### config.mk
export PLATFORM = sky130hd
export DESIGN_NAME = pdb_bridge
export DESIGN_NICKNAME = d
export VERILOG_FILES = /design/src/rtl/pdb_pkg.sv /design/src/rtl/pdb_bridge.sv
export SDC_FILE = /design/constraint.sdc
export NUM_CORES = 1
export LEC_CHECK = 0
export BUFFER_PORTS_ARGS = -buffer_cell sky130_fd_sc_hd__buf_2
export CAP_MARGIN = 20
export CELL_PAD_IN_SITES_DETAIL_PLACEMENT = 1
export CELL_PAD_IN_SITES_GLOBAL_PLACEMENT = 2
export CORE_MARGIN = 2
export CORE_UTILIZATION = 41
export CTS_BUF_LIST = sky130_fd_sc_hd__clkbuf_16
export DETAILED_ROUTE_END_ITERATION = 10
export PLACE_DENSITY = 0.85
export SLEW_MARGIN = 40
export SYNTH_ARGS = -nofsm -noshare
export SYNTH_HDL_FRONTEND = slang
export SYNTH_SLANG_ARGS = --single-unit
### constraint.sdc
create_clock -name clk -period 3.9 [get_ports clk]
set_input_delay 0.195 -clock clk [delete_from_list [all_inputs] [get_ports clk]]
set_output_delay 0.195 -clock clk [all_outputs]
set_load 0.02 [all_outputs]
### src/rtl/pdb_pkg.sv
// constants shared by the parallel-to-serial debug bridge
// assumes a 250 MHz core clock; all pin inputs are asynchronous
package pdb_pkg;

  // core clock rate and the four serial clock rates
  localparam int CLK_FREQ_KHZ   = 250000;
  localparam int SCLK_KHZ_00    = 10000;
  localparam int SCLK_KHZ_01    = 5000;
  localparam int SCLK_KHZ_10    = 2500;
  localparam int SCLK_KHZ_11    = 1250;
  // one serial clock period in core cycles
  localparam logic [7:0] SCLK_PER_00 = 8'(CLK_FREQ_KHZ / SCLK_KHZ_00);
  localparam logic [7:0] SCLK_PER_01 = 8'(CLK_FREQ_KHZ / SCLK_KHZ_01);
  localparam logic [7:0] SCLK_PER_10 = 8'(CLK_FREQ_KHZ / SCLK_KHZ_10);
  localparam logic [7:0] SCLK_PER_11 = 8'(CLK_FREQ_KHZ / SCLK_KHZ_11);

  // control/status field positions
  localparam int CS_RESET_SEEN_BIT = 7;
  localparam int CS_TX_CUT_BIT     = 6;
  localparam int CS_IN_DEBUG_BIT   = 5;
  localparam int CS_DIV_MSB        = 4;
  localparam int CS_DIV_LSB        = 3;
  localparam int CS_SRQ_EN_BIT     = 2;
  localparam int CS_LOOP_BIT       = 1;
  localparam int CS_HALT_BIT       = 0;

  // interface reset values of the writable fields
  localparam logic [1:0] DIV_RESET     = 2'h0;
  localparam logic       SRQ_EN_RESET  = 1'h0;
  localparam logic       LOOP_RESET    = 1'h0;
  localparam logic       HALT_RESET    = 1'h0;

  // register select levels on the host port
  localparam logic SEL_CTRL = 1'h0;
  localparam logic SEL_DATA = 1'h1;

  // cycles the reset configuration is held after soft reset release
  localparam logic [3:0] CFG_HOLD_CYC = 4'hc;

  localparam int BITS_PER_BYTE = 8;

  typedef enum {PDB_IDLE, PDB_WAIT_RDY, PDB_SHIFT, PDB_DONE} pdb_state_e;

endpackage

### src/rtl/pdb_bridge.sv
// parallel host port to serial processor debug port bridge
// assumes host, switch, cable and processor pins are asynchronous to clk
`timescale 1ns/1ps
module pdb_bridge
  import pdb_pkg::*;
#(
  parameter int  BUF_DEPTH   = 2,
  parameter int  ADDR_W      = 3,
  parameter logic READY_LEVEL = 1'h0
) (
  input  wire logic              clk,
  input  wire logic              rst,
  input  wire logic [7:0]        hostDataIn,
  output logic      [7:0]        hostDataOut,
  output logic                   hostDataOe_n,
  input  wire logic              hostStrobe,
  input  wire logic              hostWrite,
  input  wire logic              registerSelectLine,
  input  wire logic [ADDR_W-1:0] hostBoardAddr,
  input  wire logic [ADDR_W-1:0] boardSelectSwitch,
  input  wire logic              cableConnected,
  output logic                   hostServiceRequest,
  output logic                   hostBusy,
  output logic                   debugSerialClock,
  output logic                   debugSerialClockOe_n,
  output logic                   debugSerialIn,
  output logic                   debugSerialInOe_n,
  input  wire logic              debugSerialOut,
  input  wire logic [1:0]        freezeStatusPair,
  input  wire logic              softResetLine_n,
  input  wire logic              hardResetLine_n
);

  localparam int SYNC_W = 8 + 3 + 2 * ADDR_W + 1 + 1 + 2 + 2;
  localparam int PTR_W  = $clog2(BUF_DEPTH);

  // every pin passes two flops; the first stage is read by the second only
  logic [SYNC_W-1:0] syncMeta_q;
  logic [SYNC_W-1:0] sync_q;
  always_ff @(posedge clk) begin
    if (rst) begin
      syncMeta_q <= {{(SYNC_W - 2){1'b0}}, 2'h3};  // processor resets idle high, no false edge
      sync_q     <= {{(SYNC_W - 2){1'b0}}, 2'h3};
    end else begin
      syncMeta_q <= {hostDataIn, hostStrobe, hostWrite, registerSelectLine, hostBoardAddr,
                     boardSelectSwitch, cableConnected, debugSerialOut, freezeStatusPair,
                     softResetLine_n, hardResetLine_n};
      sync_q     <= syncMeta_q;
    end
  end

  logic [7:0]        hDataS;
  logic              hStrobeS;
  logic              hWriteS;
  logic              hSelS;
  logic [ADDR_W-1:0] hAddrS;
  logic [ADDR_W-1:0] swAddrS;
  logic              cableS;
  logic              sdoS;
  logic [1:0]        frzS;
  logic              sresetS_n;
  logic              hresetS_n;
  assign {hDataS, hStrobeS, hWriteS, hSelS, hAddrS, swAddrS, cableS, sdoS, frzS,
          sresetS_n, hresetS_n} = sync_q;

  logic       hStrobePrev_q;
  logic       boardHit;
  logic       accStart;
  logic       resetSeen;
  logic       in_debug_flag;
  logic [1:0] divSel_q;
  logic       srqEn_q;
  logic       loop_q;
  logic       halt_q;
  logic       txCut_q;
  logic [7:0] rxData_q;
  logic [7:0] statusByte;

  assign boardHit  = cableS && (hAddrS == swAddrS);
  assign accStart  = hStrobeS && !hStrobePrev_q && boardHit;
  assign resetSeen = !sresetS_n || !hresetS_n;
  assign in_debug_flag   = &frzS;

  always_comb begin
    statusByte                                = '0;
    statusByte[CS_RESET_SEEN_BIT]             = resetSeen;
    statusByte[CS_TX_CUT_BIT]                 = txCut_q;
    statusByte[CS_IN_DEBUG_BIT]               = in_debug_flag;
    statusByte[CS_DIV_MSB:CS_DIV_LSB]         = divSel_q;
    statusByte[CS_SRQ_EN_BIT]                 = srqEn_q;
    statusByte[CS_LOOP_BIT]                   = loop_q;
    statusByte[CS_HALT_BIT]                   = halt_q;
  end

  always_ff @(posedge clk) begin
    if (rst) begin
      hStrobePrev_q <= 1'h0;
    end else begin
      hStrobePrev_q <= hStrobeS;
    end
  end

  // control fields; a write is taken once per strobe rising edge
  always_ff @(posedge clk) begin
    if (rst) begin
      divSel_q <= DIV_RESET;
      srqEn_q  <= SRQ_EN_RESET;
      loop_q   <= LOOP_RESET;
      halt_q   <= HALT_RESET;
    end else if (accStart && hWriteS && hSelS == SEL_CTRL) begin
      divSel_q <= hDataS[CS_DIV_MSB:CS_DIV_LSB];
      srqEn_q  <= hDataS[CS_SRQ_EN_BIT];
      loop_q   <= hDataS[CS_LOOP_BIT];
      halt_q   <= hDataS[CS_HALT_BIT];
    end
  end

  // read data held in a flop, driven only for the addressed board
  always_ff @(posedge clk) begin
    if (rst) begin
      hostDataOut  <= '0;
      hostDataOe_n <= 1'h1;
    end else begin
      hostDataOut  <= (hSelS == SEL_CTRL) ? statusByte : rxData_q;
      hostDataOe_n <= !(hStrobeS && !hWriteS && boardHit);
    end
  end

  assign hostServiceRequest = cableS && !srqEn_q;

  // two-entry write buffer between host port and serial engine
  logic [7:0]     bufMem_q [BUF_DEPTH];
  logic [PTR_W:0] bufCnt_q;
  logic [PTR_W-1:0] wrPtr_q;
  logic [PTR_W-1:0] rdPtr_q;
  logic           bufInValid;
  logic           bufInReady;
  logic           bufOutValid;
  logic           bufOutReady;
  logic           bufPush;
  logic           bufPop;

  assign bufInValid  = accStart && hWriteS && hSelS == SEL_DATA;
  assign bufInReady  = bufCnt_q != (PTR_W + 1)'(BUF_DEPTH);
  assign bufOutValid = bufCnt_q != '0;
  assign bufPush     = bufInValid && bufInReady;
  assign bufPop      = bufOutValid && bufOutReady;
  assign hostBusy    = !bufInReady;

  always_ff @(posedge clk) begin
    if (rst) begin
      bufCnt_q <= '0;
      wrPtr_q  <= '0;
      rdPtr_q  <= '0;
    end else begin
      bufCnt_q <= bufCnt_q + (PTR_W + 1)'(bufPush) - (PTR_W + 1)'(bufPop);
      if (bufPush) begin
        wrPtr_q <= (wrPtr_q == PTR_W'(BUF_DEPTH - 1)) ? '0 : wrPtr_q + 1'b1;
      end
      if (bufPop) begin
        rdPtr_q <= (rdPtr_q == PTR_W'(BUF_DEPTH - 1)) ? '0 : rdPtr_q + 1'b1;
      end
    end
  end

  always_ff @(posedge clk) begin
    if (bufPush) begin
      bufMem_q[wrPtr_q] <= hDataS;
    end
  end

  // serial clock divider select
  logic [7:0] sclkPer;
  logic [7:0] sclkHalf;
  always_comb begin
    case (divSel_q)
      2'h0:    sclkPer = SCLK_PER_00;
      2'h1:    sclkPer = SCLK_PER_01;
      2'h2:    sclkPer = SCLK_PER_10;
      default: sclkPer = SCLK_PER_11;
    endcase
    sclkHalf = sclkPer >> 1;
  end

  pdb_state_e state_q;
  logic [7:0] phase_q;
  logic [2:0] bitCnt_q;
  logic [7:0] txShift_q;
  logic [7:0] rxShift_q;
  logic [7:0] txByte_q;
  logic       sclk_q;
  logic       sdi_q;
  logic       loopOn;
  logic       procReady;
  logic       rxBit;
  logic       lastPhase;

  assign loopOn      = !loop_q;
  assign procReady   = loopOn || (sdoS == READY_LEVEL);
  assign rxBit       = loopOn ? sdi_q : sdoS;
  assign lastPhase   = phase_q == sclkPer - 8'h01;
  assign bufOutReady = state_q == PDB_IDLE && cableS && !resetSeen;

  // byte engine; data changes at the falling half, sampled on the rising edge
  always_ff @(posedge clk) begin
    if (rst) begin
      state_q   <= PDB_IDLE;
      phase_q   <= '0;
      bitCnt_q  <= '0;
      txShift_q <= '0;
      rxShift_q <= '0;
      txByte_q  <= '0;
      rxData_q  <= '0;
      txCut_q   <= 1'h0;
      sclk_q    <= 1'h0;
      sdi_q     <= 1'h0;
    end else begin
      case (state_q)
        PDB_IDLE: begin
          sclk_q <= 1'h0;
          if (bufPop) begin
            txShift_q <= bufMem_q[rdPtr_q];
            txByte_q  <= bufMem_q[rdPtr_q];
            txCut_q   <= 1'h0;
            state_q   <= PDB_WAIT_RDY;
          end
        end
        PDB_WAIT_RDY: begin
          if (!cableS) begin
            state_q <= PDB_IDLE;
          end else if (procReady) begin
            phase_q  <= '0;
            bitCnt_q <= '0;
            sdi_q    <= txShift_q[7];
            state_q  <= PDB_SHIFT;
          end
        end
        PDB_SHIFT: begin
          if (resetSeen && !loopOn) begin
            txCut_q <= 1'h1;
            sclk_q  <= 1'h0;
            state_q <= PDB_IDLE;
          end else if (!cableS) begin
            sclk_q  <= 1'h0;
            state_q <= PDB_IDLE;
          end else begin
            phase_q <= lastPhase ? 8'h00 : phase_q + 8'h01;
            if (phase_q == sclkHalf) begin
              sclk_q    <= 1'h1;
              rxShift_q <= {rxShift_q[6:0], rxBit};
            end
            if (lastPhase) begin
              sclk_q    <= 1'h0;
              txShift_q <= {txShift_q[6:0], 1'h0};
              sdi_q     <= txShift_q[6];
              bitCnt_q  <= bitCnt_q + 3'h1;
              if (bitCnt_q == 3'(BITS_PER_BYTE - 1)) begin
                state_q <= PDB_DONE;
              end
            end
          end
        end
        PDB_DONE: begin
          rxData_q <= rxShift_q;
          state_q  <= PDB_IDLE;
        end
        default: state_q <= PDB_IDLE;
      endcase
    end
  end

  // soft reset configuration held a little past release
  logic [3:0] cfgHold_q;
  logic       cfgDrive;
  always_ff @(posedge clk) begin
    if (rst) begin
      cfgHold_q <= '0;
    end else if (!sresetS_n) begin
      cfgHold_q <= CFG_HOLD_CYC;
    end else if (cfgHold_q != '0) begin
      cfgHold_q <= cfgHold_q - 4'h1;
    end
  end
  assign cfgDrive = !sresetS_n || cfgHold_q != '0;

  // pins: config during soft reset, shift data otherwise, all released without cable
  always_ff @(posedge clk) begin
    if (rst) begin
      debugSerialClock     <= 1'h0;
      debugSerialIn        <= 1'h0;
      debugSerialClockOe_n <= 1'h1;
      debugSerialInOe_n    <= 1'h1;
    end else begin
      debugSerialClock     <= cfgDrive ? !halt_q : sclk_q;
      debugSerialIn        <= cfgDrive ? 1'h1 : sdi_q;
      debugSerialClockOe_n <= !cableS;
      debugSerialInOe_n    <= !cableS || loopOn;
    end
  end
endmodule

### After elaboration in Yosys (flattened, before gate mapping)

Memories as Yosys holds them, arrays and structs flattened. A register that Yosys moved wholly into a read port is not among the register bits.
Index checks and enable logic that the tools add are counted.

* memory bits (read-only): 0
* logic and storage cells: 159
* memories kept: 1
* memory bits (writable): 16
* input bits: 25
* latch bits: 0
* bits in registers: 143

Memories
* bufMem_q: words 2, bits a word 8, read ports 1, clocked after memory_dff 1, write ports 1, line pdb_bridge.sv:132 `logic [7:0] bufMem_q [BUF_DEPTH];`

* equal/unequal tests: 22
* div/mod/pow operators: 0
* order comparisons: 0
* $mul: 0
* mux-type cells: 52
* reductions and logical operators: 45
* shift operators: 0
* bitwise operators: 4
* add/subtract/negate cells: 8

Operator list (number)
* 32-bit 2-to-1 mux: 7
* 32-bit one-hot mux with 3 select lines: 1
* 8-bit 2-to-1 mux: 10
* 32-bit by 2-bit == test with 1-bit output, second input constant: 2
* 32-bit zero test: 2
* 32-bit by 1-bit == test with 1-bit output, second input constant: 1
* 8-bit one-hot mux with 2 select lines: 2
* 8-bit one-hot mux with 3 select lines: 1
* 1-bit 2-to-1 mux: 20
* 2-bit != test, second input constant: 8
* 3-bit 2-to-1 mux: 5
* 1-bit logical AND: 14
* 1-bit zero test: 11
* 5-bit AND reduction: 2
* 8-bit by 1-bit adder with 8-bit output, second input constant: 1
* 8-bit by 7-bit == test with 1-bit output: 1
* 8-bit == test: 1
* 4-bit 2-to-1 mux: 2
* 4-bit != test, second input constant: 2
* 4-bit AND reduction: 2
* 8-bit by 1-bit subtractor with 8-bit output, second input constant: 1
* 1-bit one-hot mux with 2 select lines: 3
* 3-bit one-hot mux with 2 select lines: 1
* 6-bit AND reduction: 1
* 20 further kinds: 30

### Depth between registers and ports, before layout

Gate-level depths: netlist (run 1).

* word-level depth: 8
* mapped depth: 10

### Least setup slack after synthesis (run 1)

No wires, ideal clock.

* path type: register to register
* from: register divSel_q[1]
* to: register phase_q[6]
* data required time: 3826 ps
* cell stages (with the launch flop): 11
* data arrival time: 2219 ps
* setup slack: 1607 ps
* period minus slack after synthesis: 2293 ps
* setup time: 74 ps
* cells stage by stage: dfxtp_1 -> inv_1 -> ha_1 -> inv_1 -> ha_1 -> xnor2_1 -> nor4_4 -> and3_1 -> buf_6 -> or4_1 -> a31oi_1

* cells in the longest elaborated chain, start to end: 8
* elaborated cells between the ends (all ways): 10

RTL lines
* from (decl): line pdb_bridge.sv:71 `logic [1:0] divSel_q;`
* from (signal assigned): line pdb_bridge.sv:111 `divSel_q <= hDataS[CS_DIV_MSB:CS_DIV_LSB];`
* 2-bit == test, or another cell as far along: line pdb_bridge.sv:176 `case (divSel_q)`
* 8-bit one-hot mux with 3 select lines (*): line pdb_bridge.sv:176
* 8-bit by 1-bit subtractor with 8-bit output (*): line pdb_bridge.sv:201 `assign lastPhase = phase_q == sclkPer - 8'h01;`
* 8-bit == test (*): line pdb_bridge.sv:201
* 8-bit 2-to-1 mux (*): line pdb_bridge.sv:247 `phase_q <= lastPhase ? 8'h00 : phase_q + 8'h01;`
* 8-bit 2-to-1 mux (*): line pdb_bridge.sv:243 `end else if (!cableS) begin`
* 8-bit 2-to-1 mux (*): line pdb_bridge.sv:239 `if (resetSeen && !loopOn) begin`
* 8-bit one-hot mux with 2 select lines (*): line pdb_bridge.sv:218 `case (state_q)`
* to (signal assigned): line pdb_bridge.sv:247
* to (decl): line pdb_bridge.sv:186 `logic [7:0] phase_q;`

Mark *: on every way between the ends. The rest lies on a longest branch, timed or not. The select of a mux whose other input is x is not followed.
A chain may end at the register's enable or synchronous reset.

### Worst setup path after layout (run 1)

* from: register divSel_q[1]
* to: register sclk_q

* cells in the longest elaborated chain, start to end: 8
* elaborated cells between the ends (all ways): 13

RTL lines
* 2-bit == test, or another cell as far along: line pdb_bridge.sv:176
* 8-bit one-hot mux with 3 select lines (*): line pdb_bridge.sv:176
* 8-bit by 1-bit subtractor with 8-bit output: line pdb_bridge.sv:201
* 8-bit == test: line pdb_bridge.sv:201
* 1-bit 2-to-1 mux: line pdb_bridge.sv:252 `if (lastPhase) begin`
* 1-bit 2-to-1 mux: line pdb_bridge.sv:243
* 1-bit 2-to-1 mux: line pdb_bridge.sv:239
* 1-bit one-hot mux with 2 select lines: line pdb_bridge.sv:218
* to (signal assigned): line pdb_bridge.sv:220 `sclk_q <= 1'h0;`
* to (signal assigned): line pdb_bridge.sv:244 `sclk_q <= 1'h0;`
* to (signal assigned): line pdb_bridge.sv:253 `sclk_q <= 1'h0;`
* to (decl): line pdb_bridge.sv:191 `logic sclk_q;`

Mark *: on every way between the ends. The rest lies on a longest branch, timed or not.

==> results by group, run 1 <==
STA
  • Setup Skew: 0.0101 ns
  • Worst slew pin tran: ~0.68 ns
  • Min cycle time layout: approximately 2.5 ns
  • Rel. slew slack: 0.542
  • Final hold vios: 0
  • Setup ws final: ~1.4 ns
  • Final Cycle Share: 0.649
  • Setup Viol. Count Final: 0
  • Max Slew Vio Count: 0
  • RSZ-0062 raised after global routing: no
  • Setup TNS: 0 ns
  • Fmax: 0.395 GHz

Power and ir drop
  • Clk pwr share: 0.491
  • P_sw: 0.758 mW
  • Sequential power share: 0.440
  • Worst IR drop on VDD: roughly 300 uV
  • Switching Fraction: 0.234
  • Combinational Power Share: 0.068
  • Internal power: between 2 and 2.5 mW
  • Pwr per Cell Area: between 500 and 600 nW/um2
  • LEAKAGE: between 2 and 2.5 nW

Clocking
  • CTS Root Buffer Type: clkbuf_16
  • CTS Hold Bufs: 19
  • Clk_lat worst skew: roughly 0.42 ns
  • H-tree depth: 4
  • Post-cts sizing count: 0
  • Clock buffer depth: 2
  • Number of buffers created by CTS: 17
  • Clock-pin slew on the worst setup and hold paths: ~0.06 ns
  • CTS Sinks: between 100 and 150
  • Setup bufs post-CTS: 0
  • CTS tree: done

Yosys
  • Ys Warns: 0
  • Top post-synthesis cells by area: dfxtp_1, edfxtp_1, nor2b_1
  • Post-Synthesis Net Count: ~540
  • Register area share after synthesis: 0.539
  • EDFF count, synth: 16
  • Flip-flop and latch count after synthesis: 130
  • Mapped Cells: roughly 500
  • Synthesized cell area: 5130 um2
  • Synth async-reset ratio: 0
  • Avg Inst Size Synth: 10.2 um2
  • Synth area leader: dfxtp_1
  • Top-area cell type share of the netlist area: 0.445
  • Ys flop type: dfxtp_1
  • Post-synth cell types: 57

Status
  • Status: finished, final reports clean

Floorplan
  • Initial Util: 0.424
  • Die height: around 120 um
  • Die area: roughly 13000 um2
  • Horiz. Die Dim: between 100 and 150 um
  • # rows: 40
  • Boundary Pins: 40
  • Core Area: roughly 12000 um2

Global routing
  • GRT Overall Usage: 0.187
  • Vias in the first global route: 3913
  • Grt total ovfl: 0
  • First-pass GRT wire length: about 19000 um
  • Initial antenna violation count: 0
  • Largest net degree at the start of global routing: 53

Placement
  • DP Worst Slack: ~1.4 ns
  • Placed Cells: around 680
  • Port Buf Inserts: 39
  • GPL Wtd Cong: roughly 0.8
  • HPWL after DPL: between 7000 and 8000 um

Setup path
  • Flop-to-flop setup slack: roughly 1.4 ns
  • CP max FO: 7
  • Reg2Reg Depth: 9
  • Crit start category: register
  • WS Path Type: reg -> reg
  • CP required: 4.19 ns
  • CP endpoint kind: register
  • R2r startpoint: divSel_q[1]
  • Worst r2r dst: sclk_q
  • Critical Path AT: around 2.8 ns

Drt
  • Wire per inst: around 15 um
  • Vias/cell: approximately 5
  • WL final: between 10000 and 15000 um
  • Post-DRT Antenna Nets: 0
  • Post-route DRC violation count: 0
  • Number of DRC markers in iteration 0: approximately 140
  • First drt pass iteration count: 4
  • Via count: around 3700

Finish
  • Area growth from synthesis to layout: 21.1%
  • Filler cells: around 1400
  • Layout cell share with drive strength beyond 1: 0.164
  • Final #Nets: a little under 600
  • Footprint of the multi-input gates: 2180 um2
  • Diode count: 0
  • Seq. cell area: approximately 2800 um2
  • Finished Layout Cells: around 740

Min path
  • Min-Delay Path Depth: 2
  • Hold Path Origin: hostWrite
  • Worst Hold Path EP: syncMeta_q[13]
  • HP Class: in -> reg

Run
  • Maximum Capacitance Violations: 0
[critical path, cell delays in order (launching register included)]
cell	delay, ns
dfxtp_1	0.43
inv_1	0.11
ha_1	0.26
inv_1	0.08
ha_1	0.23
xnor2_1	0.17
nor4_4	0.44
and3_1	0.39
nor2_1	0.07
o221a_1	0.24
[per-stage QoR]
| step | util | hold slack [ns] | area [um2] | power, mW |
|---|---|---|---|---|
| after detailed placement | 0.447 | 0.383 | 5420 | 1.66 |
| after global routing | 0.513 | 0.0133 | 6210 | 3.37 |
| after global placement | 0.447 | 0.382 | 5410 | 1.65 |
| after floorplan | - | 0.299 | 5130 | 1.60 |
| after CTS | 0.513 | 0.00347 | 6210 | 3.28 |
| final | 0.513 | 0.00976 | 6210 | 3.24 |
[worst max path at each step]
stage / from / to / slack, ns
floorplan: divSel_q[1] / phase_q[6] / 1.61
global placement: divSel_q[0] / sdi_q / 1.51
detailed placement: sync_q[12] / bufCnt_q[1] / 1.38
CTS: divSel_q[1] / sclk_q / 1.36
global route: divSel_q[1] / sclk_q / 1.17
finish: divSel_q[1] / sclk_q / 1.37
[cells in the final DEF (no fill, tap or decap), types with 3 or more instances in the layout]
cell type / synthesis / final
a21oi_1: 30 / 30
a31oi_1: 8 / 8
buf_2: 5 / 38
buf_4: 1 / 4
clkbuf_16: 0 / 18
clkinv_4: 0 / 3
dfxtp_1: 114 / 114
dlygate4sd3_1: 0 / 19
edfxtp_1: 16 / 16
ha_1: 14 / 14
inv_1: 13 / 14
inv_6: 0 / 5
mux2i_1: 25 / 25
nand2_1: 40 / 40
nand2b_1: 3 / 3
nand3_1: 24 / 24
nor2_1: 45 / 45
nor2b_1: 46 / 46
nor3_1: 8 / 8
o21a_1: 12 / 12
o21ai_0: 7 / 7
o21ai_1: 4 / 4
or2_2: 6 / 6
or3_1: 3 / 3
or4_1: 4 / 4
xnor2_1: 11 / 11
[Yosys cell counts (all sizes together) (3+ instances only)]
cell,instances
a21oi,32
a31oi,8
buf,14
clkbuf,14
dfxtp,114
edfxtp,16
ha,14
inv,13
mux2i,25
nand2,40
nand2b,3
nand3,24
nor2,45
nor2b,46
nor3,10
o21a,12
o21ai,11
or2,6
or3,3
or3b,3
or4,4
xnor2,11
xor2,5
[layer usage]
metal | routed length [um] | global-route usage
met5 | 0 | 0
met4 | 186 | 0.0635
met2 | 5700 | 0.327
met3 | 398 | 0.0643
met1 | 4980 | 0.213
[flip-flops by register name, summed over array words and instances, names as in the netlist, 3 cells and up, named ones only]
name	count
bitCnt_q	3
bufMem_q	16
cfgHold_q	4
hostDataOut	8
phase_q	8
rxData_q	8
rxShift_q	8
syncMeta_q	23
sync_q	23
txShift_q	8
[kinds of logic (layout without fill, tap and decap cells)]
group | Yosys count | count (layout) | share of synthesized area
AND/OR/NAND/NOR | 197 | 197 | 0.203
flip-flops | 130 | 130 | 0.539
AO/OA/AOI/OAI | 77 | 77 | 0.0971
buffers and inverters | 41 | 106 | 0.0383
multiplexers | 27 | 27 | 0.0532
XOR/XNOR | 16 | 16 | 0.0361
adder cells (fa/ha/maj) | 14 | 14 | 0.0341
[area by class of cell]
class | instances | share of cell area
clock buffers | 18 | 0.0725
inverters | 13 | 0.00786
repair buffers | 61 | 0.0661
clock inverters | 14 | 0.0240
multi-input cells | 331 | 0.351
well taps | 168 | 0.0338
flip-flops and latches | 130 | 0.445
[power groups by stage]
stage          Clock [mW]  Combinational, mW  Sequential, mW
2_1_floorplan           0              0.141            1.46
3_3_place_gp            0              0.196            1.45
3_5_place_dp            0              0.209            1.46
4_1_cts              1.63              0.225            1.43
5_1_grt              1.69              0.247            1.43
6_report             1.59              0.222            1.43
(Power assumes the default switching activity.)
==> run 2, diff against run 1 <==
Settings changed: ABC_AREA from default to 1, CORE_UTILIZATION 41 to 35, PLACE_DENSITY 0.85 to 0.8.
Clock period 3.9 ns to 2.6 ns, I/O delays scaled along.
==> run 2 against run 1 <==
Net effect: critical path depth increased by 6; count of clock-buffer cells in the layout fell by 1; clock skew hardly changed; global-route usage decreased by 1.9 points; critical endpoint is now bitCnt_q[2].
==> results by group, run 2 <==
Status
  • Status: finished, final reports clean

Clocking
  • CTS tree: done
  • Clk_lat worst skew: 0.42 ns (about the same)
  • CTS Root Buffer Type: clkbuf_16
  • CTS Sinks: 130 (unchanged)
  • Number of buffers created by CTS: 17 (unchanged)
  • Clock buffer depth: 2 (unchanged)
  • Clock-pin slew on the worst setup and hold paths: 0.06 ns (about the same)
  • Post-cts sizing count: 0 (unchanged)
  • H-tree depth: 4 (unchanged)

Finish
  • Footprint of the multi-input gates: 1940 um2 (-11%)
  • Final #Nets: 754 (+27%)
  • Diode count: 0 (unchanged)
  • Largest regs: syncMeta_q: 23 flops, sync_q: 23 flops, bufMem_q: 16 flops
  • Filler cells: 1782 (+30%)
  • Highest-count cells in the layout ignoring fill and taps: dfxtp_1, nand2_1, nor2_1
  • Layout cell share with drive strength beyond 1: 0.128 (-0.0363)
  • Area growth from synthesis to layout: 21.9%
  • Seq. cell area: 2760 um2 (unchanged)
  • Post-route cell area: 6330 um2 (+1.9%)
  • Most common library cell in the layout ignoring fill and taps: dfxtp_1

Drt
  • Via count: 4231 (+16%)
  • Vias/cell: 4.64 (-6.7%)
  • Post-route DRC violation count: 0 (unchanged)
  • Number of DRC markers in iteration 0: 135 (-4.9%)
  • WL final: 12100 um (+7.7%)
  • Post-DRT Antenna Nets: 0 (unchanged)
  • First drt pass iteration count: 4 (unchanged)
  • Wire per inst: 13.3 um (-13%)

Floorplan
  • Core Area: 14500 um2 (+20%)
  • # rows: 44 (+10%)
  • Boundary Pins: 40 (unchanged)
  • Horiz. Die Dim: 126 um (+8.5%)
  • Die area: 15800 um2 (+18%)
  • Die height: 126 um (+8.5%)
  • Initial Util: 0.357 (-0.0665)

Yosys
  • Post-synth cell types: 37 (-35%)
  • Most common cell in the synthesized netlist: dfxtp_1
  • Synthesized cell area: 5190 um2 (+1.1%)
  • Post-Synthesis Net Count: 690 (+28%)
  • Synth async-reset ratio: 0 (unchanged)
  • Ys flop type: dfxtp_1
  • Avg Inst Size Synth: 7.97 um2 (-22%)
  • Top-area cell type share of the netlist area: 0.440 (-0.00504)
  • Top post-synthesis cells by area: dfxtp_1, edfxtp_1, nand2_1
  • Post-synth top cells: dfxtp_1, nand2_1, nor2_1, inv_1, o21ai_0
  • Synth area leader: dfxtp_1
  • Mapped Cells: 651 (+30%)
  • Ys Warns: 0 (unchanged)
  • EDFF count, synth: 16 (unchanged)
  • Flip-flop and latch count after synthesis: 130 (unchanged)
  • Register area share after synthesis: 0.532 (-0.00610)

STA
  • WHS: 0.304 ns (+0.295 ns)
  • Rel. slew slack: 0.619 (+0.0767)
  • Worst slew pin tran: 0.572 ns (-0.113 ns)
  • Setup TNS: 0 ns (unchanged)
  • Setup Viol. Count Final: 0 (unchanged)
  • Max Slew Vio Count: 0 (unchanged)
  • Min cycle time layout: 2.24 ns (-0.294 ns)
  • Setup Skew: 0.00983 ns (-0.000302 ns)
  • RSZ-0062 raised after global routing: no
  • Fmax: 0.447 GHz (+13%)
  • Final Cycle Share: 0.860 (+0.211)
  • Final hold vios: 0 (unchanged)

Power and ir drop
  • LEAKAGE: 2.86 nW (+21%)
  • Worst IR drop on VDD: 560 uV (+84%)
  • Pwr per Cell Area: 744 nW/um2 (+43%)

Setup path
  • Crit start category: register
  • CP endpoint kind: register
  • Flop-to-flop setup slack: 0.36 ns (-1.01 ns)
  • CP required: 2.88 ns (-1.31 ns)
  • Critical Path AT: 2.52 ns (-0.30 ns)
  • WS Path Type: reg -> reg
  • CP max FO: 20 (+13)

Global routing
  • Largest net degree at the start of global routing: 60 (+13%)
  • GRT Overall Usage: 0.168 (-0.0189)
  • Initial antenna violation count: 0 (unchanged)
  • Grt total ovfl: 0 (unchanged)
  • First-pass GRT wire length: 21200 um (+12%)
  • Vias in the first global route: 4501 (+15%)

Placement
  • HPWL after DPL: 8460 um (+13%)
  • Port Buf Inserts: 39 (unchanged)
  • GPL Wtd Cong: 0.804 (+0.92%)
  • DP Area: 5550 um2 (+2.4%)

Run
  • Maximum Capacitance Violations: 0 (unchanged)

Min path
  • HP Class: in -> reg
==> run 2: changes by cell type after synthesis, sizes merged, moves of 8 or more <==
| cell | delta |
|---|---|
| inv | +86 |
| nand2 | +74 |
| nor2 | +68 |
| nor2b | -46 |
| o21ai | +30 |
| mux2i | -25 |
| nand3 | +12 |
| o21a | -11 |
| xnor2 | -8 |
==> run 2: logic make-up after synthesis <==
family	share of synthesized area
AND/OR/NAND/NOR	0.239
flip-flops	0.532
buffers and inverters	0.0931
AO/OA/AOI/OAI	0.0827
adder cells (fa/ha/maj)	0.0338
XOR/XNOR	0.0186
==> run 2: final timing paths <==
path,from,end,cells after the start
setup / recovery,divSel_q[0],bitCnt_q[2],15
hold reg to reg,syncMeta_q[18],sync_q[18],2
hold / removal,rst,syncMeta_q[10],3
setup reg to reg,divSel_q[0],bitCnt_q[2],15
==> run 2: area by class of cell <==
cell class | instances | area share
clock inverters | 15 | 0.0192
multi-input cells | 398 | 0.307
repair buffers | 67 | 0.0732
inverters | 101 | 0.0601
well taps | 184 | 0.0364
clock buffers | 17 | 0.0672
flip-flops and latches | 130 | 0.437
==> run 2: critical path: stages (launching register included) <==
cell and delay, ns:
dfxtp_1 0.43, inv_1 0.14, ha_1 0.23, inv_1 0.08, ha_1 0.24, inv_1 0.06, nand2_1 0.05, nand2_1 0.06
nand2_1 0.05, nor2_1 0.09, nand3_1 0.11, nand2_1 0.10, buf_4 0.24, nand3_1 0.09, nand2_1 0.08, nor2_1 0.04
==> run 2: what timing repair did <==
action | CTS | global route
hold buffers | 23 | 0
endpoints found under the hold margin | 23 | 0
setup buffers | 0 | 0
==> run 2: layer usage <==
layer,routed length (um),vias to the layer above,track usage
met2,6020,52,0.292
met5,0,-,0
met3,407,15,0.0612
li1,-,2166,-
met4,171,0,0.0472
met1,5530,1998,0.194
==> run 2: power breakdown <==
part,internal (mW),switching [mW],leakage [nW]
logic,0.137,0.221,1.52
clock network,1.24,0.960,0.260
registers,2.11,0.0364,1.08
==> run 2: through the flow <==
stage | utilization | worst slack, ns | cells | total power, mW
detailed placement | 0.382 | 0.391 | 857 | 2.53
global route | 0.435 | 0.149 | 912 | 4.93
CTS | 0.435 | 0.376 | 912 | 4.78
global placement | 0.382 | 0.534 | 857 | 2.50
floorplan | - | 0.715 | 651 | 2.42
finish | 0.435 | 0.364 | 912 | 4.70
==> run 3, diff against run 2 <==
Settings changed: ABC_AREA 1 to default, CORE_UTILIZATION 35 to 38.
==> run 3 against run 2 <==
Net effect: critical path depth is 6 lower; combinational power down 5%; register-to-register slack worse by 0.21 ns; clock power rose by 2%; count of clock-buffer cells in the layout did not move; sequential power barely moved; routed wire length is 4.0% lower; sequential cell count is the same; global-route usage increased by 0.57 points.
==> results by group, run 3 (same netlist as run 1, synthesis figures left out) <==
Drt
  • Post-DRT Antenna Nets: 0 (unchanged)
  • First drt pass iteration count: 6 (+2)
  • Vias/cell: 4.91 (+5.9%)
  • Via count: 3725 (-12%)
  • Number of DRC markers in iteration 0: 169 (+25%)
  • Post-route DRC violation count: 0 (unchanged)
  • WL final: 11600 um (-4.0%)
  • Wire per inst: 15.4 um (+16%)

Floorplan
  • Core Area: 13200 um2 (-9.2%)
  • Die height: 120 um (-4.4%)
  • # rows: 42 (-4.5%)
  • Die area: 14400 um2 (-8.7%)
  • Boundary Pins: 40 (unchanged)
  • Horiz. Die Dim: 120 um (-4.4%)
  • Initial Util: 0.389 (+0.0319)

Setup path
  • Critical Path AT: 2.79 ns (+0.27 ns)
  • WS Path Type: reg -> reg
  • CP required: 2.94 ns (+0.06 ns)
  • CP endpoint kind: register
  • CP max FO: 7 (-65%)
  • Crit start category: register

Placement
  • Placed Cells: 703 (-18%)
  • GPL Wtd Cong: 0.818 (+1.7%)
  • HPWL after DPL: 7960 um (-5.9%)
  • Port Buf Inserts: 39 (unchanged)

Clocking
  • H-tree depth: 4 (unchanged)
  • Clock buffer depth: 2 (unchanged)
  • Clock-pin slew on the worst setup and hold paths: 0.06 ns (about the same)
  • Number of buffers created by CTS: 17 (unchanged)
  • Clk_lat worst skew: 0.42 ns (about the same)
  • CTS Root Buffer Type: clkbuf_16
  • CTS Sinks: 130 (unchanged)
  • CTS tree: done

Power and ir drop
  • Worst IR drop on VDD: 528 uV (-5.7%)
  • Pwr per Cell Area: 750 nW/um2 (+0.81%)
  • LEAKAGE: 2.41 nW (-16%)

STA
  • Worst slew pin tran: 0.650 ns (+0.0783 ns)
  • Min cycle time layout: 2.45 ns (+0.213 ns)
  • Setup TNS: 0 ns (unchanged)
  • WHS: 0.0909 ns (-0.213 ns)
  • Fmax: 0.408 GHz (-8.7%)
  • Setup Viol. Count Final: 0 (unchanged)
  • Final hold vios: 0 (unchanged)
  • Setup Skew: 0.00681 ns (-0.00302 ns)
  • Rel. slew slack: 0.567 (-0.0522)
  • Final Cycle Share: 0.942 (+0.0819)
  • Max Slew Vio Count: 0 (unchanged)

Finish
  • Diode count: 0 (unchanged)
  • Final #Nets: 608 (-19%)
  • Area growth from synthesis to layout: 22.8%
  • Highest-count cells in the layout ignoring fill and taps: dfxtp_1, nor2b_1, nor2_1
  • Finished Layout Cells: 758 (-17%)
  • Layout cell share with drive strength beyond 1: 0.179 (+0.0509)
  • Most common library cell in the layout ignoring fill and taps: dfxtp_1
  • Largest regs: syncMeta_q: 23 flops, sync_q: 23 flops, bufMem_q: 16 flops

Global routing
  • First-pass GRT wire length: 19300 um (-8.8%)
  • GRT Overall Usage: 0.173 (+0.00571)
  • Initial antenna violation count: 0 (unchanged)
  • Vias in the first global route: 3917 (-13%)
  • Largest net degree at the start of global routing: 48 (-20%)
  • Grt total ovfl: 0 (unchanged)

Min path
  • HP Class: in -> reg

Run
  • Maximum Capacitance Violations: 0 (unchanged)

Status
  • Status: finished, final reports clean
## run 3: changes by cell type in the layout (fill, tap and decap cells not counted), sizes merged, moves of 8 or more
cell	delta
buf	+9
inv	-87
nor2b	+46
nor2	-68
nand3	-12
o21a	+11
nand2	-74
o21ai	-30
xnor2	+8
mux2i	+25
## run 3: what timing repair did
action | 4_1_cts | 5_1_grt
resized for setup | 0 | 1
buffers inserted | 0 | 0
hold endpoints to repair | 23 | 0
endpoints found under the setup margin | 0 | 6
hold buffers | 23 | 0
## run 3: cell type report
type | instances | area (um2)
Clock inverter | 15 | 131
Sequential cell | 130 | 2760
Multi-Input combinational cell | 331 | 2180
Inverter | 13 | 48.8
Timing Repair Buffer | 76 | 531
Fill cell | 1461 | 6890
Tap cell | 176 | 220
Clock buffer | 17 | 425
## run 3: worst max-delay path, stage by stage, from the launching register on
cell and delay [ns]:
dfxtp_1 0.31, inv_1 0.09, ha_1 0.28, inv_1 0.07, ha_1 0.33, xnor2_2 0.23
nor4_4 0.10, and3_1 0.26, or4_1 0.50, a31oi_1 0.19
## run 3: path summary, 6_finish.rpt
path	startpoint	to	slack, ns	depth (start not counted)
max	divSel_q[1]	phase_q[6]	0.15	9
min	rst	syncMeta_q[15]	0.09	2
max reg2reg	divSel_q[1]	phase_q[6]	0.15	9
min reg2reg	syncMeta_q[0]	sync_q[0]	0.41	1
## run 3: power breakdown
group,switching [mW],internal [mW]
logic,0.193,0.147
clock network,0.925,1.32
registers,0.0288,2.10
## run 3: metrics by stage
stage | worst slack (ns) | cell area (um2) | total power [mW] | util
6_report | 0.151 | 6300 | 4.72 | 0.477
3_3_place_gp | 0.331 | 5500 | 2.47 | 0.417
2_1_floorplan | 0.307 | 5130 | 2.40 | -
3_5_place_dp | 0.108 | 5500 | 2.49 | 0.417
4_1_cts | 0.104 | 6290 | 4.78 | 0.477
5_1_grt | -0.00720 | 6300 | 4.93 | 0.477
## run 3: per-layer routing
metal,vias up,track usage,share of wire
met3,7,0.0524,0.031
met2,55,0.298,0.52
li1,1845,-,-
met1,1818,0.208,0.44
met4,0,0.0529,0.0096
met5,-,0,0
